File: src/hw/spms_pkg.sv
// spms_pkg: constants and types shared by the serial port core
// Function
// - Data goes out on MOSI, in on MISO; both shift registers swap contents.
// - As controller the port never drives select by itself; software owns it.
// - As controller a data write starts the clock and shifts exactly eight bits.
// - After one byte the controller clock stops and the done flag sets.
// - Done flag set with interrupt enable high raises the interrupt request.
// - Last received byte is kept in a receive buffer apart from the shifter.
// - As target with select high the port sleeps and MISO floats.
// - As target data loaded while select high is not shifted until select low.
// - As target the done flag sets as soon as a full byte is shifted.
// - An unread received byte is overwritten when the next byte completes.
// - As target SCK is sampled on the system clock, never used as a clock.
// - When enabled the port overrides pin directions per controller or target.
// - Seven bit rates including clock over two, and LSB or MSB first.
// - Rate bits and double bit pick divider 4,16,64,128 or 2,8,32,64.
// - Polarity sets idle SCK level; phase picks leading or trailing sample.
// - Done flag clears on interrupt service or status read then data access.
// - Data write during a transfer sets collision flag, cleared only by status read then data access.
package spms_pkg;
	localparam logic [7:0] ADDR_CTRL = 8'h00;
	localparam logic [7:0] ADDR_STAT = 8'h04;
	localparam logic [7:0] ADDR_DATA = 8'h08;
	localparam logic [7:0] ADDR_PDIR = 8'h0C;

	localparam int STAT_DONE_POS = 7;
	localparam int STAT_WRITE_COLLISION_FLAG_POS = 6;
	localparam int STAT_DBL_POS  = 0;

	localparam logic [7:0] CTRL_RST  = 8'h00;
	localparam logic [4:0] PDIR_RST  = 5'h10;
	localparam logic [7:0] BYTE_RST  = 8'h00;
	localparam logic [3:0] SYNC_RST  = 4'hC;
	localparam logic [2:0] BIT_LAST  = 3'h7;
	localparam logic [3:0] EDGE_LAST = 4'hF;

	// half periods of SCK in system clocks
	localparam logic [6:0] HALF_D2   = 7'h01;
	localparam logic [6:0] HALF_D4   = 7'h02;
	localparam logic [6:0] HALF_D8   = 7'h04;
	localparam logic [6:0] HALF_D16  = 7'h08;
	localparam logic [6:0] HALF_D32  = 7'h10;
	localparam logic [6:0] HALF_D64  = 7'h20;
	localparam logic [6:0] HALF_D128 = 7'h40;
	localparam int SCK_MIN_PHASE_CYC = 2;

	typedef struct packed {
		logic       irq_en;
		logic       port_enable;
		logic       bit_order;
		logic       controller_select;
		logic       cpol;
		logic       cpha;
		logic [1:0] rate;
	} spms_ctrl_t;

	typedef struct packed {
		logic ss_level;
		logic ss_dir;
		logic sck_dir;
		logic miso_dir;
		logic mosi_dir;
	} spms_pdir_t;

	typedef struct packed {
		logic sck_o;
		logic sck_oe;
		logic mosi_o;
		logic mosi_oe;
		logic miso_o;
		logic miso_oe;
		logic ss_n_o;
		logic ss_n_oe;
	} spms_pins_t;

	localparam spms_pins_t PINS_RST = 8'h02;

	typedef enum logic [1:0] {
		ST_IDLE = 2'b01,
		ST_RUN  = 2'b10
	} spms_state_t;
endpackage : spms_pkg

File: src/hw/spms_core.sv
// spms_core: byte-wide controller/target serial port with APB registers
`timescale 1ns/10ps
module spms_core (
	input  wire logic        pclk,
	input  wire logic        presetn,
	input  wire logic        psel,
	input  wire logic        penable,
	input  wire logic        pwrite,
	input  wire logic [7:0]  paddr,
	input  wire logic [31:0] pwdata,
	output logic      [31:0] prdata,
	output logic             pready,
	output logic             pslverr,
	input  wire logic        sck_i,
	output logic             sck_o,
	output logic             sck_oe,
	input  wire logic        mosi_i,
	output logic             mosi_o,
	output logic             mosi_oe,
	input  wire logic        miso_i,
	output logic             miso_o,
	output logic             miso_oe,
	input  wire logic        ss_n_i,
	output logic             ss_n_o,
	output logic             ss_n_oe,
	input  wire logic        irq_ack,
	output logic             xfer_irq
);
	spms_pkg::spms_ctrl_t  ctrl_ff;
	spms_pkg::spms_pdir_t  pdir_ff;
	spms_pkg::spms_pins_t  pins_ff;
	spms_pkg::spms_pins_t  nxt_pins;
	spms_pkg::spms_state_t state_ff;
	logic [3:0]  pin_sync;
	logic        ss_f;
	logic        sck_f;
	logic        mosi_f;
	logic        miso_f;
	logic        dbl_ff;
	logic [7:0]  shreg_ff;
	logic [7:0]  rxbuf_ff;
	logic [7:0]  sh_next;
	logic [7:0]  rx_val;
	logic        out_bit_ff;
	logic        done_ff;
	logic        write_collision_flag_ff;
	logic [1:0]  arm_ff;
	logic [6:0]  half_cnt_ff;
	logic [6:0]  half;
	logic [3:0]  edge_ff;
	logic        sck_ph_ff;
	logic [2:0]  tgt_cnt_ff;
	logic        sck_prev_ff;
	logic        irq_ff;
	logic [31:0] prdata_ff;
	logic [31:0] nxt_rdata;
	logic        pready_ff;
	logic        pslverr_ff;
	logic        sel_ctrl;
	logic        sel_stat;
	logic        sel_data;
	logic        sel_pdir;
	logic        sel_none;
	logic        acc;
	logic        data_wr;
	logic        data_acc;
	logic        stat_rd;
	logic        ctl_mode;
	logic        ctl_run;
	logic        tgt_act;
	logic        busy;
	logic        load;
	logic        coll;
	logic        ctl_tick;
	logic        ctl_sample;
	logic        ctl_setup;
	logic        ctl_last;
	logic        sck_edge;
	logic        tgt_lead;
	logic        tgt_sample;
	logic        tgt_setup;
	logic        tgt_last;
	logic        sample;
	logic        setup;
	logic        in_bit;
	logic        byte_done;
	logic        clr_done;
	logic        clr_write_collision_flag;

	function automatic logic tx_bit(input logic lsb, input logic [7:0] v);
		tx_bit = lsb ? v[0] : v[7];
	endfunction : tx_bit

	function automatic logic [6:0] half_sel(input logic dbl, input logic [1:0] r);
		case ({dbl, r})
			3'b000:  half_sel = spms_pkg::HALF_D4;
			3'b001:  half_sel = spms_pkg::HALF_D16;
			3'b010:  half_sel = spms_pkg::HALF_D64;
			3'b011:  half_sel = spms_pkg::HALF_D128;
			3'b100:  half_sel = spms_pkg::HALF_D2;
			3'b101:  half_sel = spms_pkg::HALF_D8;
			3'b110:  half_sel = spms_pkg::HALF_D32;
			default: half_sel = spms_pkg::HALF_D64;
		endcase
	endfunction : half_sel

	// all pins cross in; at the fastest rates returning MISO lags the sample edge
	spms_pin_sync #(
		.W       (4),
		.RST_VAL (spms_pkg::SYNC_RST)
	) u_sync (
		.pclk    (pclk),
		.presetn (presetn),
		.din     ({ss_n_i, sck_i, mosi_i, miso_i}),
		.dout    (pin_sync)
	);

	assign ss_f   = pin_sync[3];
	assign sck_f  = pin_sync[2];
	assign mosi_f = pin_sync[1];
	assign miso_f = pin_sync[0];

	always_comb begin
		sel_ctrl = 1'b0;
		sel_stat = 1'b0;
		sel_data = 1'b0;
		sel_pdir = 1'b0;
		sel_none = 1'b0;
		if (paddr == spms_pkg::ADDR_CTRL) begin
			sel_ctrl = 1'b1;
		end else if (paddr == spms_pkg::ADDR_STAT) begin
			sel_stat = 1'b1;
		end else if (paddr == spms_pkg::ADDR_DATA) begin
			sel_data = 1'b1;
		end else if (paddr == spms_pkg::ADDR_PDIR) begin
			sel_pdir = 1'b1;
		end else begin
			sel_none = 1'b1;
		end
	end

	assign acc      = psel & penable & pready_ff;
	assign data_wr  = acc & pwrite & sel_data;
	assign data_acc = acc & sel_data;
	assign stat_rd  = acc & ~pwrite & sel_stat;

	assign ctl_mode = ctrl_ff.port_enable & ctrl_ff.controller_select;
	assign ctl_run  = (state_ff == spms_pkg::ST_RUN);
	assign tgt_act  = ctrl_ff.port_enable & ~ctrl_ff.controller_select & ~ss_f;
	// target counts as busy once a bit has been taken
	assign busy     = ctl_run | (tgt_act & (tgt_cnt_ff != 3'h0));
	assign load     = data_wr & ~busy;
	assign coll     = data_wr & busy;

	assign half       = half_sel(dbl_ff, ctrl_ff.rate);
	assign ctl_tick   = ctl_run & (half_cnt_ff == half - 7'h01);
	assign ctl_sample = ctl_tick & (edge_ff[0] == ctrl_ff.cpha);
	assign ctl_setup  = ctl_tick & (edge_ff[0] != ctrl_ff.cpha);
	assign ctl_last   = ctl_tick & (edge_ff == spms_pkg::EDGE_LAST);

	assign sck_edge   = tgt_act & (sck_f != sck_prev_ff);
	assign tgt_lead   = sck_f ^ ctrl_ff.cpol;
	assign tgt_sample = sck_edge & (tgt_lead ^ ctrl_ff.cpha);
	assign tgt_setup  = sck_edge & ~(tgt_lead ^ ctrl_ff.cpha);
	assign tgt_last   = tgt_sample & (tgt_cnt_ff == spms_pkg::BIT_LAST);

	assign sample    = ctl_sample | tgt_sample;
	assign setup     = ctl_setup | tgt_setup;
	assign in_bit    = ctl_mode ? miso_f : mosi_f;
	assign byte_done = ctl_last | tgt_last;
	assign sh_next   = ctrl_ff.bit_order ? {in_bit, shreg_ff[7:1]} : {shreg_ff[6:0], in_bit};
	assign rx_val    = sample ? sh_next : shreg_ff;
	assign clr_done  = irq_ack | (arm_ff[1] & data_acc);
	assign clr_write_collision_flag  = arm_ff[0] & data_acc;

	// shared shifter: sent bits leave as received bits enter
	always_ff @(posedge pclk or negedge presetn) begin
		if (!presetn) begin
			shreg_ff <= spms_pkg::BYTE_RST;
		end else if (load) begin
			shreg_ff <= pwdata[7:0];
		end else if (sample) begin
			shreg_ff <= sh_next;
		end
	end

	always_ff @(posedge pclk or negedge presetn) begin
		if (!presetn) begin
			out_bit_ff <= 1'b0;
		end else if (load) begin
			out_bit_ff <= tx_bit(ctrl_ff.bit_order, pwdata[7:0]);
		end else if (setup || (!tgt_act && !ctl_run)) begin
			out_bit_ff <= tx_bit(ctrl_ff.bit_order, shreg_ff);
		end
	end

	always_ff @(posedge pclk or negedge presetn) begin
		if (!presetn) begin
			rxbuf_ff <= spms_pkg::BYTE_RST;
		end else if (byte_done) begin
			rxbuf_ff <= rx_val;
		end
	end

	always_ff @(posedge pclk or negedge presetn) begin
		if (!presetn) begin
			state_ff <= spms_pkg::ST_IDLE;
		end else begin
			case (state_ff)
				spms_pkg::ST_IDLE: begin
					if (load && ctl_mode) begin
						state_ff <= spms_pkg::ST_RUN;
					end
				end
				spms_pkg::ST_RUN: begin
					if (ctl_last || !ctl_mode) begin
						state_ff <= spms_pkg::ST_IDLE;
					end
				end
				default: state_ff <= spms_pkg::ST_IDLE;
			endcase
		end
	end

	always_ff @(posedge pclk or negedge presetn) begin
		if (!presetn) begin
			half_cnt_ff <= 7'h00;
			edge_ff     <= 4'h0;
			sck_ph_ff   <= 1'b0;
		end else begin
			half_cnt_ff <= (ctl_run && !ctl_tick) ? half_cnt_ff + 7'h01 : 7'h00;
			if (load) begin
				edge_ff <= 4'h0;
			end else if (ctl_tick) begin
				edge_ff <= edge_ff + 4'h1;
			end
			if (!ctl_run || !ctl_mode) begin
				sck_ph_ff <= 1'b0;
			end else if (ctl_tick) begin
				sck_ph_ff <= ~sck_ph_ff;
			end
		end
	end

	// select high restarts the bit count and drops a partial byte
	always_ff @(posedge pclk or negedge presetn) begin
		if (!presetn) begin
			tgt_cnt_ff  <= 3'h0;
			sck_prev_ff <= spms_pkg::SYNC_RST[2];
		end else begin
			sck_prev_ff <= sck_f;
			if (!tgt_act) begin
				tgt_cnt_ff <= 3'h0;
			end else if (tgt_sample) begin
				tgt_cnt_ff <= tgt_cnt_ff + 3'h1;
			end
		end
	end

	// a new event wins over a clear in the same cycle
	always_ff @(posedge pclk or negedge presetn) begin
		if (!presetn) begin
			done_ff <= 1'b0;
			write_collision_flag_ff <= 1'b0;
			arm_ff  <= 2'b00;
			irq_ff  <= 1'b0;
		end else begin
			done_ff <= byte_done | (done_ff & ~clr_done);
			write_collision_flag_ff <= coll | (write_collision_flag_ff & ~clr_write_collision_flag);
			if (stat_rd) begin
				arm_ff <= {prdata_ff[spms_pkg::STAT_DONE_POS], prdata_ff[spms_pkg::STAT_WRITE_COLLISION_FLAG_POS]};
			end else if (data_acc) begin
				arm_ff <= 2'b00;
			end
			irq_ff <= done_ff & ctrl_ff.irq_en;
		end
	end

	always_ff @(posedge pclk or negedge presetn) begin
		if (!presetn) begin
			ctrl_ff <= spms_pkg::CTRL_RST;
			pdir_ff <= spms_pkg::PDIR_RST;
			dbl_ff  <= 1'b0;
		end else if (acc && pwrite) begin
			if (sel_ctrl) begin
				ctrl_ff <= pwdata[7:0];
			end
			if (sel_stat) begin
				dbl_ff <= pwdata[spms_pkg::STAT_DBL_POS];
			end
			if (sel_pdir) begin
				pdir_ff <= pwdata[4:0];
			end
		end
	end

	always_comb begin
		nxt_rdata = 32'h0000_0000;
		if (sel_ctrl) begin
			nxt_rdata[7:0] = ctrl_ff;
		end else if (sel_stat) begin
			nxt_rdata[spms_pkg::STAT_DONE_POS] = done_ff;
			nxt_rdata[spms_pkg::STAT_WRITE_COLLISION_FLAG_POS] = write_collision_flag_ff;
			nxt_rdata[spms_pkg::STAT_DBL_POS]  = dbl_ff;
		end else if (sel_data) begin
			nxt_rdata[7:0] = rxbuf_ff;
		end else if (sel_pdir) begin
			nxt_rdata[4:0] = pdir_ff;
		end
	end

	// one wait state so read data and ready come straight from flops
	always_ff @(posedge pclk or negedge presetn) begin
		if (!presetn) begin
			pready_ff  <= 1'b0;
			pslverr_ff <= 1'b0;
			prdata_ff  <= 32'h0000_0000;
		end else begin
			pready_ff  <= psel & penable & ~pready_ff;
			pslverr_ff <= psel & penable & ~pready_ff & sel_none;
			if (psel && penable && !pready_ff) begin
				prdata_ff <= nxt_rdata;
			end
		end
	end

	always_comb begin
		nxt_pins         = spms_pkg::PINS_RST;
		nxt_pins.sck_o   = ctrl_ff.cpol ^ sck_ph_ff;
		nxt_pins.mosi_o  = out_bit_ff;
		nxt_pins.miso_o  = out_bit_ff;
		nxt_pins.ss_n_o  = pdir_ff.ss_level;
		nxt_pins.sck_oe  = ctl_mode & pdir_ff.sck_dir;
		nxt_pins.mosi_oe = ctl_mode & pdir_ff.mosi_dir;
		nxt_pins.ss_n_oe = ctl_mode & pdir_ff.ss_dir;
		nxt_pins.miso_oe = tgt_act & pdir_ff.miso_dir;
	end

	always_ff @(posedge pclk or negedge presetn) begin
		if (!presetn) begin
			pins_ff <= spms_pkg::PINS_RST;
		end else begin
			pins_ff <= nxt_pins;
		end
	end

	assign prdata   = prdata_ff;
	assign pready   = pready_ff;
	assign pslverr  = pslverr_ff;
	assign sck_o    = pins_ff.sck_o;
	assign sck_oe   = pins_ff.sck_oe;
	assign mosi_o   = pins_ff.mosi_o;
	assign mosi_oe  = pins_ff.mosi_oe;
	assign miso_o   = pins_ff.miso_o;
	assign miso_oe  = pins_ff.miso_oe;
	assign ss_n_o   = pins_ff.ss_n_o;
	assign ss_n_oe  = pins_ff.ss_n_oe;
	assign xfer_irq = irq_ff;
endmodule : spms_core

File: src/hw/spms_pin_sync.sv
// spms_pin_sync: three-stage pin synchroniser with agreement filter
`timescale 1ns/10ps
module spms_pin_sync #(
	parameter int         W       = 4,
	parameter logic [3:0] RST_VAL = 4'h0
) (
	input  wire logic         pclk,
	input  wire logic         presetn,
	input  wire logic [W-1:0] din,
	output logic      [W-1:0] dout
);
	genvar i;
	generate
		for (i = 0; i < W; i++) begin : g_bit
			logic s1_ff;
			logic s2_ff;
			logic s3_ff;
			logic out_ff;
			always_ff @(posedge pclk or negedge presetn) begin
				if (!presetn) begin
					s1_ff  <= RST_VAL[i];
					s2_ff  <= RST_VAL[i];
					s3_ff  <= RST_VAL[i];
					out_ff <= RST_VAL[i];
				end else begin
					s1_ff <= din[i];
					s2_ff <= s1_ff;
					s3_ff <= s2_ff;
					// first stage is never looked at here
					if (s2_ff == s3_ff) begin
						out_ff <= s3_ff;
					end
				end
			end
			assign dout[i] = out_ff;
		end
	endgenerate
endmodule : spms_pin_sync

File: config.mk
export PLATFORM = sky130hd
export DESIGN_NAME = spms_core
export DESIGN_NICKNAME = d
export VERILOG_FILES = /design/src/hw/spms_pkg.sv /design/src/hw/spms_core.sv /design/src/hw/spms_pin_sync.sv
export SDC_FILE = /design/constraint.sdc
export NUM_CORES = 1
export LEC_CHECK = 0
export BUFFER_PORTS_ARGS = -buffer_cell sky130_fd_sc_hd__buf_2
export CORE_AREA = 2 2 90 114
export CTS_CLUSTER_SIZE = 20
export DETAILED_ROUTE_END_ITERATION = 8
export DIE_AREA = 0 0 92 116
export GPL_TIMING_DRIVEN = 0
export PLACE_DENSITY = 0.64
export SYNTH_ARGS = -nofsm -noshare
export SYNTH_HDL_FRONTEND = slang
export SYNTH_SLANG_ARGS = --single-unit
File: constraint.sdc
create_clock -name pclk -period 6.4 [get_ports pclk]
set_input_delay 1.28 -clock pclk [delete_from_list [all_inputs] [get_ports pclk]]
set_output_delay 1.28 -clock pclk [all_outputs]
set_load 0.03 [all_outputs]
==> out/qor.yml, run 1 <==
worst_hold_path:
  hold_path_class: "reg2reg"
  holdPathStages: 0
  min_from: "u_sync.g_bit[0].s1_ff$_DFF_PN0_"
final_layout:
  drive_above_1_share: 0.303
  fillers: 879
  area_delta_synth_final_pct: 19.1
  final_common_cell: "dfrtp_1"
  final_util: 0.526
  layout.nets: 509
  layout_common_cells: "75 x dfrtp_1, 43 x buf_2, 32 x nand2_1"
  fin_area_sq_um: 5000
  antenna_cells: 0
  instances_no_fill: 585
timing:
  max_freq_mhz: 340
  max_slew_margin: 0.354
  clock_skew_ps: 3.68
  drv_slew: 0
  tns_ps: 0
  worst_pin_slew_ps: 961
  fin_crit_sh: 0.459
  period_minus_slack_ps: 2940
  setup_violations: 0
  worst_slack_ps: 3460
  rsz0062_at_grt: "no"
  hold_violations: 0
power_and_ir_drop:
  combPwrFrac: 0.064
  p_per_area_nw_per_um2: 238
  power.share.switching: 0.221
  p_int_uw: 928
  irDropWorstVdd_mv: 0.138
  p_leak_nw: 2.32
  clockPowerShare: 0.459
  p_seq_frac: 0.476
  power.switching_uw: 263
critical_path:
  r2r_start: "ctrl_ff[6]$_DFFE_PN0P_"
  reg2reg_depth: 7
  path_depth: 8
  worst-path-buf-inv: 3
  critPathMaxFanout: 10
  endpoint_kind: "flip-flop"
  path_delay_family: "simple AND/OR/NAND/NOR gates"
  path_class: "in2reg"
  startpoint_type: "primary input"
  arrival_ps: 3140
  crit_slowest_cell: "nor3_1"
  cp_cell_sequence: "buf_2 -> nor2_1 -> and3_1 -> clkbuf_1 -> nand3_1 -> nor3_1 -> clkbuf_1 -> o21ai_0"
  crit_top_cell: "clkbuf_1"
  worstPathRequired_ps: 6600
  crit_path_max_incr_delay_ps: 530
  crit_start: "paddr[5]"
route:
  ant_nets: 0
  drc: 0
  drt-total-wl_um: 8320
  dr.pass1.iters: 4
  wire_per_inst_um: 14.2
  dr.first_iter.drc_count: 130
  dr_total_vias: 2855
  vias_per_cell: 4.88
global_route:
  grt_max_degree: 54
  antenna_found_initial: 0
  grt_pass1_wl_um: 13800
  track_usage: 0.168
  grt_overflow: 0
  first_global_vias: 2793
die:
  dieArea_sq_um: 10700
  pin_count: 93
  core_area_sq_um: 9510
  die_y_um: 116
  fp-row-count: 40
  start_util: 0.442
  die_w_um: 92
clocking:
  cts_max_path_buffers: 2
  numCtsBuffers: 9
  postCtsSetupRepairBufs: 0
  cts_sinks: 87
  clockRootBuffer: "clkbuf_16"
  cts_max_level: 3
  clk_pin_slew_ps: 60
  cts_resized: 0
  clk_latency_ps: 340
  cts_hold_buffers: 0
  cts_tree: "done"
synthesis:
  ys_warn_count: 0
  ys_seq_area_frac: 0.522
  synth_edf_count: 0
  netlist_area_sq_um: 4200
  avgSynthCellArea_sq_um: 11.2
  syn_inst: 376
  synth_cell_types: 54
  synth_seq_cells: 87
  ys_async_sr_fraction: 1.00
  synthFlopType: "dfrtp_1"
placed_design:
  gp_congestion: 0.860
  port-buffer-count: 43
  post-dp-hpwl_um: 6230
  post-place-ws_ps: 3070
  placed_area_sq_um: 4690
  place_inst: 569
run_status:
  outcome: "finished, final reports clean"
job:
  drv_cap: 0
[power by group through the flow]
| stage | logic (mW) | clock network [mW] | registers [mW] |
|---|---|---|---|
| floorplan | 0.0475 | 0 | 0.578 |
| global placement | 0.0739 | 0 | 0.577 |
| detailed placement | 0.0771 | 0 | 0.577 |
| CTS | 0.0772 | 0.562 | 0.568 |
| global route | 0.0842 | 0.584 | 0.568 |
| finish | 0.0766 | 0.547 | 0.568 |
[through the flow]
step	hold slack [ps]	total power, mW
floorplan	331	0.625
global placement	334	0.651
detailed placement	338	0.654
CTS	353	1.21
global route	354	1.24
finish	347	1.19
[cell type report]
cell class	instances	area, sq um	share of cell area
clock inverter	7	87.6	0.0175
clock buffer	9	225	0.0450
inverter	12	45.0	0.00900
tap	126	158	0.0315
timing repair buffer	44	245	0.0490
sequential	87	2190	0.438
multi-input combinational	261	1790	0.357
buffer	39	264	0.0527
[synth_stat cells, types with 3 or more instances]
cell type	number	share of area
a21oi_1	7	0.0083
a31oi_1	4	0.0060
and2_1	3	0.0045
and3_1	5	0.0074
buf_4	25	0.045
buf_6	3	0.0080
clkbuf_1	9	0.0080
dfrtp_1	75	0.45
dfstp_2	12	0.075
ha_1	5	0.015
inv_1	12	0.011
maj3_1	4	0.0095
mux2_2	23	0.062
mux2_4	4	0.014
mux2i_1	25	0.060
nand2_1	32	0.029
nand2b_1	4	0.0060
nand3_1	9	0.011
nand4_1	5	0.0074
nor2_1	30	0.027
nor2b_1	9	0.013
nor3_1	3	0.0036
o21ai_0	22	0.026
xnor2_1	4	0.0083
xor2_1	8	0.017
[per-layer routing]
| metal | up-vias | routed length, um | track usage |
|---|---|---|---|
| met5 | - | 0 | 0 |
| met4 | 0 | 172 | 0.0716 |
| met3 | 14 | 432 | 0.0397 |
| met2 | 88 | 4030 | 0.282 |
| met1 | 1351 | 3680 | 0.210 |
| li1 | 1402 | - | - |
[flip-flops by register name, indices dropped and copies added (netlist names), 2 cells and up]
| register | count |
|---|---|
| ctrl_ff | 8 |
| prdata | 8 |
| rxbuf_ff | 8 |
| shreg_ff | 8 |
| half_cnt_ff | 7 |
| edge_ff | 4 |
| pdir_ff | 4 |
| u_sync.g_bit.out_ff | 4 |
| u_sync.g_bit.s1_ff | 4 |
| u_sync.g_bit.s2_ff | 4 |
| u_sync.g_bit.s3_ff | 4 |
| tgt_cnt_ff | 3 |
| arm_ff | 2 |
| state_ff | 2 |
[logic make-up after synthesis]
| group | synth area share |
|---|---|
| adder cells (fa/ha/maj) | 0.0244 |
| multiplexers | 0.141 |
| AO/OA/AOI/OAI | 0.0828 |
| AND/OR/NAND/NOR | 0.131 |
| XOR/XNOR | 0.0250 |
| flip-flops | 0.522 |
| other | 0.000892 |
| buffers and inverters | 0.0735 |
[worst paths after layout]
| path | end | slack (ps) |
|---|---|---|
| worst max-delay path | shreg_ff[1]$_DFF_PN0_ | 3460 |
| worst max register to register | out_bit_ff$_DFFE_PN0P_ | 3810 |
| worst min register to register | u_sync.g_bit[0].s2_ff$_DFF_PN0_ | 350 |
| min in group asynchronous | shreg_ff[4]$_DFF_PN0_ | 890 |
| max in group asynchronous | state_ff[0]$_DFFE_PN1P_ | 4860 |
| worst min-delay path | u_sync.g_bit[0].s2_ff$_DFF_PN0_ | 350 |
No activity file was read; power rests on OpenSTA's default activity.
==> run 2, diff against run 1 <==
--- a/config.mk
+++ b/config.mk
@@ -11,7 +11,7 @@
 export DETAILED_ROUTE_END_ITERATION = 8
 export DIE_AREA = 0 0 92 116
 export GPL_TIMING_DRIVEN = 0
-export PLACE_DENSITY = 0.64
+export PLACE_DENSITY = 0.66
 export SYNTH_ARGS = -nofsm -noshare
 export SYNTH_HDL_FRONTEND = slang
 export SYNTH_SLANG_ARGS = --single-unit
==> constraint.sdc (replaced) <==
create_clock -name pclk -period 2.5 [get_ports pclk]
set_input_delay 0.5 -clock pclk [delete_from_list [all_inputs] [get_ports pclk]]
set_output_delay 0.5 -clock pclk [all_outputs]
set_load 0.03 [all_outputs]
==> out/qor.yml, run 2 (synthesis gave the netlist of run 1 again) <==
route:
  wire_per_inst_um: 14.4  # was 14.2 um
  vias_per_cell: 4.91  # was 4.88
  dr.first_iter.drc_count: 133  # was 130
  dr.pass1.iters: 4  # unchanged
  drt-total-wl_um: 8450  # was 8320 um
  dr_total_vias: 2879  # was 2855
  drc: 0  # unchanged
  ant_nets: 0  # unchanged
job:
  drv_cap: 0  # unchanged
clocking:
  cts_max_level: 3  # unchanged
  clk_pin_slew_ps: 60  # about the same
  clockRootBuffer: "clkbuf_16"  # unchanged
  cts_tree: "done"  # unchanged
  numCtsBuffers: 9  # unchanged
  cts_sinks: 87  # unchanged
  clk_latency_ps: 340  # about the same
  cts_max_path_buffers: 2  # unchanged
global_route:
  first_global_vias: 2807  # was 2793
  track_usage: 0.171  # was 0.168
  grt_overflow: 0  # unchanged
  antenna_found_initial: 0  # unchanged
  grt_pass1_wl_um: 14000  # was 13800 um
  grt_max_degree: 47  # was 54
die:
  die_w_um: 92  # unchanged
  core_area_sq_um: 9510  # unchanged
  start_util: 0.442  # unchanged
  fp-row-count: 40  # unchanged
  die_y_um: 116  # unchanged
  pin_count: 93  # unchanged
  dieArea_sq_um: 10700  # unchanged
critical_path:
  endpoint_kind: "flip-flop"  # unchanged
  path_class: "reg2reg"  # was in2reg
  critPathMaxFanout: 8  # was 10
  startpoint_type: "flip-flop"  # was primary input
  reg2reg_to: "shreg_ff[7]$_DFF_PN0_"  # was out_bit_ff$_DFFE_PN0P_
  r2r_start: "dbl_ff$_DFFE_PN0P_"  # was ctrl_ff[6]$_DFFE_PN0P_
  worstPathRequired_ps: 2730  # was 6600 ps
  reg2reg_depth: 7  # unchanged
  r2r_setup_slack_ps: 100  # was 3810 ps
  arrival_ps: 2620  # was 3140 ps
final_layout:
  fillers: 859  # was 879
  regArea_sq_um: 2190  # about the same
  drive_above_1_share: 0.307  # was 0.303
  multi_input_area_sq_um: 1800  # was 1790 sq um
  antenna_cells: 0  # unchanged
  area_delta_synth_final_pct: 19.6  # was 19.1%
  final_common_cell: "dfrtp_1"  # unchanged
  layout.nets: 510  # was 509
  layout_common_cells: "74 x dfrtp_1, 43 x buf_2, 32 x nand2_1"  # was 75 x dfrtp_1, 43 x buf_2, 32 x nand2_1
  final_util: 0.529  # was 0.526
  instances_no_fill: 586  # was 585
placed_design:
  port-buffer-count: 43  # unchanged
  place_inst: 569  # unchanged
  post-dp-hpwl_um: 6240  # was 6230 um
  gp_congestion: 0.863  # was 0.860
timing:
  setup_violations: 0  # unchanged
  max_slew_margin: 0.560  # was 0.354
  drv_slew: 0  # unchanged
  max_freq_mhz: 417
  period_minus_slack_ps: 2400
  worst_pin_slew_ps: 656  # was 961 ps
  clock_skew_ps: 4.34  # was 3.68 ps
  fin_crit_sh: 0.960
  hold_violations: 0  # unchanged
run_status:
  outcome: "finished, final reports clean"  # unchanged
power_and_ir_drop:
  irDropWorstVdd_mv: 0.390  # was 0.138 mV
  total_power_mw: 3.03  # was 1.19 mW
  p_per_area_nw_per_um2: 603  # was 238 nW/um^2
  p_leak_nw: 2.32  # about the same
worst_hold_path:
  hold_path_class: "in2async"  # was reg2reg
run 2: changes by cell type in the layout (fill, tap and decap cells not counted), sizes merged:
cell / delta
bufinv: -1
buf: +1
clkbuf: +5
clkinv: -4
run 2: repair_timing:
| item | 4_1_cts | 5_1_grt |
|---|---|---|
| pin swaps | 0 | 2 |
| hold buffers | 0 | 0 |
| endpoints found under the setup margin | 1 | 8 |
| buffers inserted | 0 | 1 |
| gates resized for setup | 1 | 3 |
run 2: report_power, final:
group          internal, mW  leakage (nW)  switching (mW)
combinational        0.0691          1.08           0.129
clock                 0.856         0.149           0.522
sequential             1.44          1.09          0.0139
total                  2.36          2.32           0.665
run 2: stage by stage:
step	instance area (sq um)	hold slack [ps]	setup TNS [ps]	setup slack, ps
6_report	5030	148	0	101
5_1_grt	5030	184	-11.3	-11.3
4_1_cts	5010	164	0	24.9
3_5_place_dp	4690	342	-229	-158
3_3_place_gp	4660	335	-211	-124
2_1_floorplan	4290	204	0	339
run 2: worst max-delay path, stage by stage (launching register included):
cell       delay [ps]
dfrtp_1           440
and4b_1           300
o31ai_2            80
a2111oi_4         460
a41o_1            260
buf_6             160
mux2_4            310
mux2_2            270
run 2: how the worst max path moves through the flow:
stage / start / endpoint / slack [ps] / depth (start not counted)
5_1_grt: dbl_ff$_DFFE_PN0P_ / shreg_ff[7]$_DFF_PN0_ / -10 / 7
2_1_floorplan: ctrl_ff[4]$_DFFE_PN0P_ / shreg_ff[0]$_DFF_PN0_ / 340 / 7
6_report: dbl_ff$_DFFE_PN0P_ / shreg_ff[7]$_DFF_PN0_ / 100 / 7
4_1_cts: ctrl_ff[6]$_DFFE_PN0P_ / shreg_ff[7]$_DFF_PN0_ / 20 / 7
3_3_place_gp: ctrl_ff[6]$_DFFE_PN0P_ / out_bit_ff$_DFFE_PN0P_ / -120 / 7
3_5_place_dp: ctrl_ff[6]$_DFFE_PN0P_ / out_bit_ff$_DFFE_PN0P_ / -160 / 7
run 2: final cells by class:
class,count,share of cell area
Clock buffer,14,0.0545
Tap cell,126,0.0314
Multi-Input combinational cell,261,0.359
Clock inverter,2,0.00746
Buffer,39,0.0525
Inverter,12,0.00896
Sequential cell,87,0.436
Timing Repair Buffer,45,0.0503
run 2: metal layers:
layer	share of wire	track usage	vias to the layer above
li1	-	-	1405
met1	0.44	0.215	1386
met2	0.49	0.282	70
met3	0.037	0.0247	18
met4	0.030	0.0995	0
met5	0	0	-
